[src/hdl/hwmon_scan_pkg.sv]
// constants and types for the hardware monitor measurement scan block
// ****************************************************************
// ****************************************************************
package hwmon_scan_pkg;
  // register indices; the byte address is the index times four
  localparam logic [7:0] IDX_TEMP_DATA = 8'h09;
  localparam logic [7:0] IDX_TEMP_CTRL = 8'h0A;
  localparam logic [7:0] IDX_VOLT_CAPS = 8'h10;
  localparam logic [7:0] IDX_VOLT_READ = 8'h11;
  localparam logic [7:0] IDX_VOLT_CTRL = 8'h12;
  localparam logic [7:0] IDX_DEV_STATUS = 8'h20;
  localparam logic [7:0] IDX_SCAN_MODE = 8'h21;
  localparam logic [7:0] IDX_FUNC_TYPE = 8'h22;
  // field positions
  localparam int TC_ATTN = 0;
  localparam int TC_LOCAL = 1;
  localparam int TC_REMOTE = 2;
  localparam int VC_ATTN = 0;
  localparam int VC_EN_LO = 1;
  localparam int ST_FRESH = 0;
  localparam int ST_OVERRUN = 1;
  // reset and fixed values
  localparam logic [15:0] TEMP_CTRL_RST = 16'h0000;
  localparam logic [15:0] VOLT_CTRL_RST = 16'h001F;
  localparam logic [15:0] VOLT_CAPS_VAL = 16'h0051;
  localparam logic [3:0] FUNC_TYPE_VOLT = 4'h2;
  localparam logic [9:0] TEMP_CODE_MIN = 10'h200;
  localparam logic [9:0] TEMP_CODE_MIN_HALF = 10'h201;
  localparam logic [8:0] VOLT_FULL = 9'h1FF;
  localparam logic [8:0] VOLT_ZERO = 9'h000;
  localparam int NUM_VIN = 5;
  // timing: one input slot, whole scan well under 250 ms
  localparam real CLK_NS = 40.0;
  localparam real SLOT_US = 10000.0;
  localparam int SLOT_CYCLES = int'(SLOT_US * 1000.0 / CLK_NS);
  localparam int LOW_POWER_DIV = 4;
  localparam logic [1:0] RESP_OKAY = 2'b00;
  localparam logic [1:0] RESP_SLVERR = 2'b10;

  typedef struct packed {
    logic remoteSensorOn;
    logic localSensorOn;
    logic attnAllow;
  } temp_ctrl_t;

  typedef struct packed {
    logic [8:0] code;
    logic over;
    logic under;
  } adc_sample_t;

  typedef enum logic [1:0] {IDLE, CONVERT, STORE} scan_state_t;
endpackage : hwmon_scan_pkg

[src/hdl/hwmon_measurement_scan.sv]
// voltage scan, readout latch and axi4-lite register slave
//
// Added by the designer: register access over AXI4-Lite.
`timescale 1ns/100ps
module hwmon_measurement_scan #(
  parameter int SLOT_LEN = hwmon_scan_pkg::SLOT_CYCLES
) (
  // clock and reset
  input wire logic clk_sys,
  input wire logic rst,
  // axi4-lite write address and data
  input wire logic awvalid,
  output logic awready,
  input wire logic [7:0] awaddr,
  input wire logic wvalid,
  output logic wready,
  input wire logic [31:0] wdata,
  input wire logic [3:0] wstrb,
  // axi4-lite write response
  output logic bvalid,
  input wire logic bready,
  output logic [1:0] bresp,
  // axi4-lite read
  input wire logic arvalid,
  output logic arready,
  input wire logic [7:0] araddr,
  output logic rvalid,
  input wire logic rready,
  output logic [31:0] rdata,
  output logic [1:0] rresp,
  // converter and temperature front end
  input wire hwmon_scan_pkg::adc_sample_t adcSample,
  input wire logic adcDone,
  output logic adcStart,
  output logic [2:0] adcChannel,
  input wire logic [9:0] tempCode,
  input wire logic tempFault,
  // power mode and bus attention
  input wire logic lowPower,
  output logic functionEvent,
  output logic attnRequest,
  output logic localSensorOn,
  output logic remoteSensorOn
);
  import hwmon_scan_pkg::*;

  typedef struct packed {
    temp_ctrl_t tempCtrl;
    logic voltAttn;
    logic [NUM_VIN-1:0] vinOn;
    logic lowRate;
    logic [8:0] voltResult;
    logic [2:0] sensorIndex;
    logic freshVoltageFlag;
    logic voltageOverrunFlag;
    logic unread;
    scan_state_t state;
    logic [2:0] chan;
    logic [31:0] timer;
    logic [1:0] lpCount;
    logic event_;
    logic lpLevelA;
    logic lpLevelB;
    logic awHeld;
    logic [7:0] awAddr;
    logic wHeld;
    logic [31:0] wData;
    logic [3:0] wStrb;
    logic bv;
    logic [1:0] bResp;
    logic rv;
    logic [31:0] rData;
    logic [1:0] rResp;
  } state_t;

  state_t s;
  state_t next_s;
  logic [2:0] nextChan;
  logic anyOn;
  logic [8:0] satCode;
  logic doWrite;
  logic doRead;
  logic [15:0] readWord;
  logic readOk;
  logic readClears;
  logic [7:0] rdIdx;
  logic [7:0] wrIdx;

  // ****************************************************************
  // next enabled input above the current one, wrapping
  // ****************************************************************
  always_comb begin
    nextChan = s.chan;
    for (int k = NUM_VIN; k >= 1; k--) begin
      if (s.vinOn[(int'(s.chan) + k) % NUM_VIN]) begin
        nextChan = 3'((int'(s.chan) + k) % NUM_VIN);
      end
    end
  end

  assign anyOn = |s.vinOn;

  // word index of each request, byte lanes dropped
  assign rdIdx = {2'b00, araddr[7:2]};
  assign wrIdx = {2'b00, s.awAddr[7:2]};

  // ****************************************************************
  // saturation of converter result
  // ****************************************************************
  always_comb begin
    if (adcSample.over) begin
      satCode = VOLT_FULL;
    end else if (adcSample.under) begin
      satCode = VOLT_ZERO;
    end else begin
      satCode = adcSample.code;
    end
  end

  // ****************************************************************
  // register read decode
  // ****************************************************************
  always_comb begin
    readWord = 16'h0000;
    readOk = 1'b1;
    readClears = 1'b0;
    if (araddr[1:0] != 2'b00) begin
      readOk = 1'b0;
    end else if (rdIdx == IDX_TEMP_DATA) begin
      readWord = {tempFault ? TEMP_CODE_MIN : tempCode, 6'h00};
    end else if (rdIdx == IDX_TEMP_CTRL) begin
      readWord = {13'h0000, s.tempCtrl};
    end else if (rdIdx == IDX_VOLT_CAPS) begin
      readWord = VOLT_CAPS_VAL;
    end else if (rdIdx == IDX_VOLT_READ) begin
      readWord = {s.voltResult, 2'b00, s.sensorIndex, 2'b00};
      readClears = 1'b1;
    end else if (rdIdx == IDX_VOLT_CTRL) begin
      readWord = {10'h000, s.vinOn, s.voltAttn};
    end else if (rdIdx == IDX_DEV_STATUS) begin
      readWord = {14'h0000, s.voltageOverrunFlag, s.freshVoltageFlag};
    end else if (rdIdx == IDX_SCAN_MODE) begin
      readWord = {15'h0000, s.lowRate};
    end else if (rdIdx == IDX_FUNC_TYPE) begin
      readWord = {12'h000, FUNC_TYPE_VOLT};
    end else begin
      readOk = 1'b0;
    end
  end

  assign doWrite = s.awHeld && s.wHeld && !s.bv;
  assign doRead = arvalid && !s.rv;

  // ****************************************************************
  // next state
  // ****************************************************************
  always_comb begin
    next_s = s;
    next_s.event_ = 1'b0;
    next_s.lpLevelA = lowPower;
    next_s.lpLevelB = s.lpLevelA;
    // write channel capture
    if (awvalid && !s.awHeld) begin
      next_s.awHeld = 1'b1;
      next_s.awAddr = awaddr;
    end
    if (wvalid && !s.wHeld) begin
      next_s.wHeld = 1'b1;
      next_s.wData = wdata;
      next_s.wStrb = wstrb;
    end
    if (doWrite) begin
      next_s.awHeld = 1'b0;
      next_s.wHeld = 1'b0;
      next_s.bv = 1'b1;
      next_s.bResp = RESP_OKAY;
      if (s.awAddr[1:0] != 2'b00) begin
        next_s.bResp = RESP_SLVERR;
      end else if (wrIdx == IDX_TEMP_CTRL) begin
        if (s.wStrb[0]) begin
          next_s.tempCtrl.attnAllow = s.wData[TC_ATTN];
          next_s.tempCtrl.localSensorOn = s.wData[TC_LOCAL];
          next_s.tempCtrl.remoteSensorOn = s.wData[TC_REMOTE];
        end
      end else if (wrIdx == IDX_VOLT_CTRL) begin
        if (s.wStrb[0]) begin
          next_s.voltAttn = s.wData[VC_ATTN];
          next_s.vinOn = s.wData[VC_EN_LO +: NUM_VIN];
        end
      end else if (wrIdx == IDX_SCAN_MODE) begin
        if (s.wStrb[0]) begin
          next_s.lowRate = s.wData[0];
        end
      end else if (wrIdx == IDX_TEMP_DATA || wrIdx == IDX_VOLT_CAPS ||
                   wrIdx == IDX_VOLT_READ || wrIdx == IDX_DEV_STATUS ||
                   wrIdx == IDX_FUNC_TYPE) begin
        next_s.bResp = RESP_OKAY;
      end else begin
        next_s.bResp = RESP_SLVERR;
      end
    end
    if (s.bv && bready) begin
      next_s.bv = 1'b0;
    end
    // read channel
    if (doRead) begin
      next_s.rv = 1'b1;
      next_s.rData = {16'h0000, readWord};
      next_s.rResp = readOk ? RESP_OKAY : RESP_SLVERR;
      if (readClears) begin
        next_s.freshVoltageFlag = 1'b0;
        next_s.voltageOverrunFlag = 1'b0;
        next_s.unread = 1'b0;
      end
    end
    if (s.rv && rready) begin
      next_s.rv = 1'b0;
    end
    // scan sequencer: one slot per input, slower in low power
    case (s.state)
      IDLE: begin
        next_s.timer = 32'd0;
        if (anyOn) begin
          next_s.chan = s.vinOn[s.chan] ? s.chan : nextChan;
          next_s.state = CONVERT;
        end
      end
      CONVERT: begin
        if (s.timer < 32'(SLOT_LEN)) begin
          next_s.timer = s.timer + 32'd1;
        end
        if (!anyOn) begin
          next_s.state = IDLE;
        end else if (adcDone && s.timer >= 32'(SLOT_LEN - 1)) begin
          if (!(s.lowRate || s.lpLevelB) ||
              s.lpCount == 2'(LOW_POWER_DIV - 1)) begin
            next_s.state = STORE;
          end else begin
            next_s.timer = 32'd0;
          end
          next_s.lpCount = s.lpCount + 2'd1;
        end
      end
      STORE: begin
        next_s.voltResult = satCode;
        next_s.sensorIndex = s.chan;
        next_s.event_ = 1'b1;
        next_s.freshVoltageFlag = 1'b1;
        next_s.unread = 1'b1;
        if (s.unread) begin
          next_s.voltageOverrunFlag = 1'b1;
        end
        next_s.lpCount = 2'd0;
        next_s.chan = nextChan;
        next_s.timer = 32'd0;
        next_s.state = anyOn ? CONVERT : IDLE;
      end
      default: begin
        next_s.state = IDLE;
      end
    endcase
  end

  always_ff @(posedge clk_sys) begin
    if (rst) begin
      s <= '0;
      s.tempCtrl <= temp_ctrl_t'(TEMP_CTRL_RST[2:0]);
      s.vinOn <= VOLT_CTRL_RST[VC_EN_LO +: NUM_VIN];
      s.voltAttn <= VOLT_CTRL_RST[VC_ATTN];
      s.state <= IDLE;
    end else begin
      s <= next_s;
    end
  end

  // ****************************************************************
  // outputs
  // ****************************************************************
  assign awready = !s.awHeld;
  assign wready = !s.wHeld;
  assign bvalid = s.bv;
  assign bresp = s.bResp;
  assign arready = !s.rv;
  assign rvalid = s.rv;
  assign rdata = s.rData;
  assign rresp = s.rResp;
  assign adcStart = (s.state == CONVERT) && (s.timer == 32'd0);
  assign adcChannel = s.chan;
  assign functionEvent = s.event_;
  assign attnRequest = (s.event_ && s.voltAttn) ||
    (s.tempCtrl.attnAllow &&
     (s.tempCtrl.localSensorOn || s.tempCtrl.remoteSensorOn));
  assign localSensorOn = s.tempCtrl.localSensorOn;
  assign remoteSensorOn = s.tempCtrl.remoteSensorOn;
endmodule : hwmon_measurement_scan

[config.mk]
export PLATFORM = sky130hd
export DESIGN_NAME = hwmon_measurement_scan
export DESIGN_NICKNAME = d
export VERILOG_FILES = /design/src/hdl/hwmon_scan_pkg.sv /design/src/hdl/hwmon_measurement_scan.sv
export SDC_FILE = /design/constraint.sdc
export NUM_CORES = 1
export LEC_CHECK = 0
export BUFFER_PORTS_ARGS = -buffer_cell sky130_fd_sc_hd__buf_2
export CAP_MARGIN = 40
export CORE_MARGIN = 2
export CORE_UTILIZATION = 60
export DETAILED_ROUTE_END_ITERATION = 10
export GPL_TIMING_DRIVEN = 0
export PLACE_DENSITY = 0.93
export SLEW_MARGIN = 40
export SYNTH_ARGS = -nofsm -noshare
export SYNTH_HDL_FRONTEND = slang
export SYNTH_SLANG_ARGS = --single-unit
[constraint.sdc]
create_clock -name clk_sys -period 11.7 [get_ports clk_sys]
set_input_delay 0.585 -clock clk_sys [delete_from_list [all_inputs] [get_ports clk_sys]]
set_output_delay 0.585 -clock clk_sys [all_outputs]
set_load 0.01 [all_outputs]
# Word level (Yosys, flattened, before mapping)
# Cells that the tools add are included.
[op_classes]
add_sub_neg = 7
n_mul = 0
div = 5
magnitude_cmp = 8
eq_ne = 25
n_shift = 0
muxes = 73
bitwise = 3
reduce_logical = 45
[ops]
columns = ["operator", "count"]
rows = [
  ["less-than comparator 32 x 5 -> 1 bit, second input constant", 5],
  ["remainder unit 32 x 4 -> 32 bit, second input constant", 5],
  ["2-to-1 mux 16 bit", 5],
  ["2-to-1 mux 34 bit", 2],
  ["2-to-1 mux 32 bit", 2],
  ["case mux 32 bit (2 select lines)", 1],
  ["equality test 6 x 5 -> 1 bit, second input constant", 6],
  ["equality test 6 bit, second input constant", 6],
  ["adder 32 x 1 -> 32 bit, second input constant", 1],
  [">= comparator 32 x 18 -> 1 bit, second input constant", 1],
  ["logical NOT 32 bit", 1],
  ["less-than comparator 32 x 18 -> 1 bit, second input constant", 1],
  ["2-to-1 mux 1 bit", 28],
  ["2-to-1 mux 3 bit", 9],
  ["equality test 6 x 4 -> 1 bit, second input constant", 4],
  ["2-to-1 mux 2 bit", 12],
  ["binary-select mux 1 bit (select 3 bit)", 6],
  ["2-to-1 mux 9 bit", 2],
  ["nonzero test 2 bit", 7],
  ["logical AND 1 bit", 11],
  ["2-to-1 mux 10 bit", 1],
  ["AND reduction 3 bit", 3],
  ["adder 3 x 2 -> 4 bit, second input constant", 2],
  ["adder 3 x 3 -> 4 bit, second input constant", 2],
  ["other kinds (22)", 43],
]
[totals]
regBits = 106
latch_bits = 0
mem_bits_rw = 0
mem_bits_ro = 0
output_inout_bits = 49
mem_count = 0

# Depth between registers and ports, before layout
[depth]
depth_word = 13
ltp_mapped = 20

# Worst setup path before layout
# No wires, ideal clock.
[synth_timing]
kind = "register to register"
from = "reg s (netlist bit adcChannel[0])"
to = "reg s (netlist bit adcChannel[1])"
setup_ns = 0.072
arrival_ns = 4.562
required_time_ns = 11.628
path_slack_ns = 7.067
path_stages_with_launch = 20
path_cell_list = "dfxtp_1 buf_2 buf_2 clkinv_1 buf_1 ha_1 buf_1 buf_2 inv_1 ha_1 inv_1 ha_1 o311ai_2 a21boi_1 mux2i_1 xnor2_2 mux2_2 nand3b_1 o21a_1 mux2i_1"
[synth_via]
elab_chain_len = 13
elab_cells_between_ends = 37
[synth_lines]
columns = ["item", "line", "source"]
rows = [
  ["start: declaration", "hwmon_measurement_scan.sv:76", "state_t s;"],
  ["start signal: assignment", "hwmon_measurement_scan.sv:272", "s <= next_s;"],
  ["adder 3 x 3 -> 4 bit", "hwmon_measurement_scan.sv:95, hwmon_measurement_scan.sv:96", ""],
  ["remainder unit 32 x 4 -> 32 bit", "hwmon_measurement_scan.sv:95, hwmon_measurement_scan.sv:96", ""],
  ["binary-select mux 1 bit (select 3 bit)", "hwmon_measurement_scan.sv:95", "if (s.vinOn[(int'(s.chan) + k) % NUM_VIN]) begin"],
  ["2-to-1 mux 1 bit (not written as such) (2 in a row)", "hwmon_measurement_scan.sv:95", ""],
  ["2-to-1 mux 3 bit (5 in a row)", "hwmon_measurement_scan.sv:95", ""],
  ["2-to-1 mux 3 bit", "hwmon_measurement_scan.sv:224", "next_s.chan = s.vinOn[s.chan] ? s.chan : nextChan;"],
  ["2-to-1 mux 5 bit", "hwmon_measurement_scan.sv:223", "if (anyOn) begin"],
  ["case mux 3 bit (2 select lines)", "hwmon_measurement_scan.sv:220", "case (s.state)"],
]
# Several ways; a longest one is shown, not always the timed one. The select of a mux whose other input is x is not followed.
# A chain may end at the register's enable or synchronous reset.

# Final worst setup path
[layout_timing]
from = "reg s (netlist bit adcChannel[0])"
to = "reg s (netlist bit adcChannel[2])"
# Same word-level chain as after synthesis.

==> results.yml <==
cts:
  clockBufferDepth: 2
  cts_resized: 0
  cts_tree: "built"
  h-tree-depth: 3
  numCtsBuffers: 9
  postCtsHoldBufs: 0
  cts_setup_buffers: 0
  cts_num_sinks: 103
  clkTransAtPathRegs_ps: 100
  clock_latency_ps: 370
  cts_root_buf: "clkbuf_8"
sta:
  worst_clock_skew_ps: 13.7
  min_period_over_period_pct: 50.7
  fmax_ghz: 0.169
  hold_viol_final: 0
  worst_pin_slew_ps: 849
  fin_setup_tns_ps: 0
  final_max_slew_viol_count: 0
  rsz0062_at_grt: "no"
  finalSetupViolCount: 0
  fin_crit_ps: 5930
  relSlewSlack_pct: 42.9
routing:
  drc: 0
  drt-wirelength-per-cell_um: 15.5
  routed_wl_mm: 16.8
  dr_total_vias: 6557
  viasPerCell: 6.06
  drt-pass1-iter-count: 6
  postRouteAntennaNets: 0
  drtIter0Drc: 647
setup_path:
  critical_path.endpoint: "adcChannel[2]$_SDFFE_PP0P_"
  startpoint: "adcChannel[0]$_SDFFE_PP0P_"
  crit_type: "reg2reg"
  r2r_cells: 18
  worst_setup_path_end_kind: "flip-flop"
  r2r_setup_slack_ps: 5770
  required_ps: 11960
  r2r-end: "adcChannel[2]$_SDFFE_PP0P_"
  critPathArrivalTime_ps: 6200
  r2r_start: "adcChannel[0]$_SDFFE_PP0P_"
  critPathMaxFanout: 13
  crit_path_start_kind: "flip-flop"
logic_synthesis:
  yosysTopAreaCell: "dfxtp_1"
  yosysWarnings: 0
  synth_flop_cell: "dfxtp_1"
  synth.most_common_cell: "nor2_1"
  yosys.area.top_type_share_pct: 31.2
  ys_seq_elements: 103
  synth.distinct_cells: 80
  synth_common_cells: "nor2_1 (107), dfxtp_1 (103), nand2_1 (63)"
  syn_inst: 827
  syn-mean-instance-area_um2: 7.98
  synth_edf_count: 0
  synthesis.area_mm2: 0.00660
  async_reset_ff_share_pct: 0
  yosysSeqAreaShare_pct: 31.2
  netlist_top_cells_area: "dfxtp_1 (31%), nor2_1 (6.1%), mux2i_1 (5.9%)"
grt:
  overflow: 0
  grt_usage_pct: 27.5
  grt_pass1_vias: 5748
  grt_pass1_wl_mm: 26.5
  antenna_found_initial: 0
  grt_max_degree: 19
floorplan:
  ios: 132
  initial_utilization_pct: 61.2
  rows: 38
  die_area_mm2: 0.0119
  coreArea_mm2: 0.0108
  die-width_um: 109
  die_y_um: 109
power_and_ir_drop:
  powerDensity_mw_per_mm2: 84.9
  total_power_mw: 0.632
  ir_drop_mv: 0.0688
  leakagePower_nw: 3.15
finish:
  n_fill_cell: 839
  diodes: 0
  num-nets-final: 1045
  regArea_mm2: 0.00206
  syn_to_final_growth_pct: 12.8
  layout-drive-gt1-share_pct: 18.7
  multiInputGateArea_mm2: 0.00398
placed_design:
  gp_congestion: 0.934
  dp_hpwl_mm: 12.4
  portBuffers: 82
flow_run:
  maxCapViolCount: 0
run_status:
  outcome: "finished clean"
min_path:
  hp-class: "in2reg"
## state kept, by name (all words and copies together), names as in the netlist
register and cells:
rvalid 1, functionEvent 1, remoteSensorOn 1, bresp 1, next_s 1, bvalid 1
rdata 16, s 76, rresp 1, localSensorOn 1, adcChannel 3
## layer usage
layer  vias to the layer above  global-route usage [%]  share of wire (%)
met5                         -                       0                  0
met4                         0                    8.33                2.2
met3                        44                    4.90                 10
met2                       403                    43.7                 45
met1                      2970                    38.0                 43
li1                       3140                       -                  -
## power by group
part	internal, mW	leakage (nW)	switching [mW]	total, mW
sequential	0.356	0.834	0.00526	0.361
combinational	0.0246	2.21	0.0329	0.0575
clock	0.0866	0.0992	0.126	0.213
total	0.467	3.15	0.164	0.632
## per-stage QoR
step	cell area (um2)	hold slack (ps)	worst slack, ps	util, %	cells
after CTS	7440	385	5950	69.0	1082
after floorplan	6660	414	7070	-	844
after detailed placement	7260	430	6010	67.2	1066
after global routing	7440	390	5480	69.0	1082
after global placement	7250	417	6130	67.2	1066
final	7440	387	5770	69.0	1082
## layout by cell type, fill, tap and decap left out, drive strengths merged, types with 6 or more instances in the layout
master / n
a21oi: 47
a221oi: 6
a22o: 9
a22oi: 19
a311oi: 15
and2: 20
and3: 8
buf: 133
clkbuf: 44
conb: 18
dfxtp: 103
ha: 25
inv: 41
mux2: 7
mux2i: 39
nand2: 63
nand2b: 9
nand3: 16
nand4: 11
nor2: 108
nor2b: 17
nor3: 15
nor4: 8
o211ai: 9
o21a: 6
o21ai: 36
o22ai: 14
or4: 6
xnor2: 8
## cells by family after synthesis
family,count (synthesis),synth area share [%]
DFF,103,31.2
muxes,47,7.45
xor gates and xnor gates,11,1.69
buffers and inverters,124,9.55
and+or+nand+nor,305,22.9
adders and majority gates,25,4.74
AOI/OAI and AO/OA,211,22.4
other,1,0.0568
## how the worst min path moves through the flow
stage	depth (start not counted)	from	endpoint	slack, ps
global route	2	rready	rvalid$_SDFFE_PP0P_	390
detailed placement	1	next_s[84]$_SDFF_PP0_	s[84]$_SDFF_PP0_	430
finish	2	rready	rvalid$_SDFFE_PP0P_	390
floorplan	1	next_s[84]$_SDFF_PP0_	s[84]$_SDFF_PP0_	410
CTS	2	rready	rvalid$_SDFFE_PP0P_	380
global placement	1	next_s[84]$_SDFF_PP0_	s[84]$_SDFF_PP0_	420
## layout make-up
class / count / area share (%)
plain buffers: 85 / 6.50
clock buffers: 10 / 1.85
clock inverters: 6 / 0.689
inverters: 39 / 1.97
multi-input cells: 617 / 53.4
flip-flops and latches: 103 / 27.7
well taps: 140 / 2.35
repair buffers: 82 / 5.51
## critical path, stage by stage (launching register included)
cell and delay, ps:
dfxtp_1 480, buf_2 270, buf_2 250, clkinv_1 310
buf_1 450, ha_1 540, buf_1 390, buf_2 320
o21ai_0 140, o211ai_1 290, ha_1 230, inv_1 40
a221oi_1 320, o2bb2ai_1 360, mux4_2 600, o211ai_1 110
nand3_1 170, o21a_1 270, o31ai_1 270
Power figures use the tool's default switching activity.
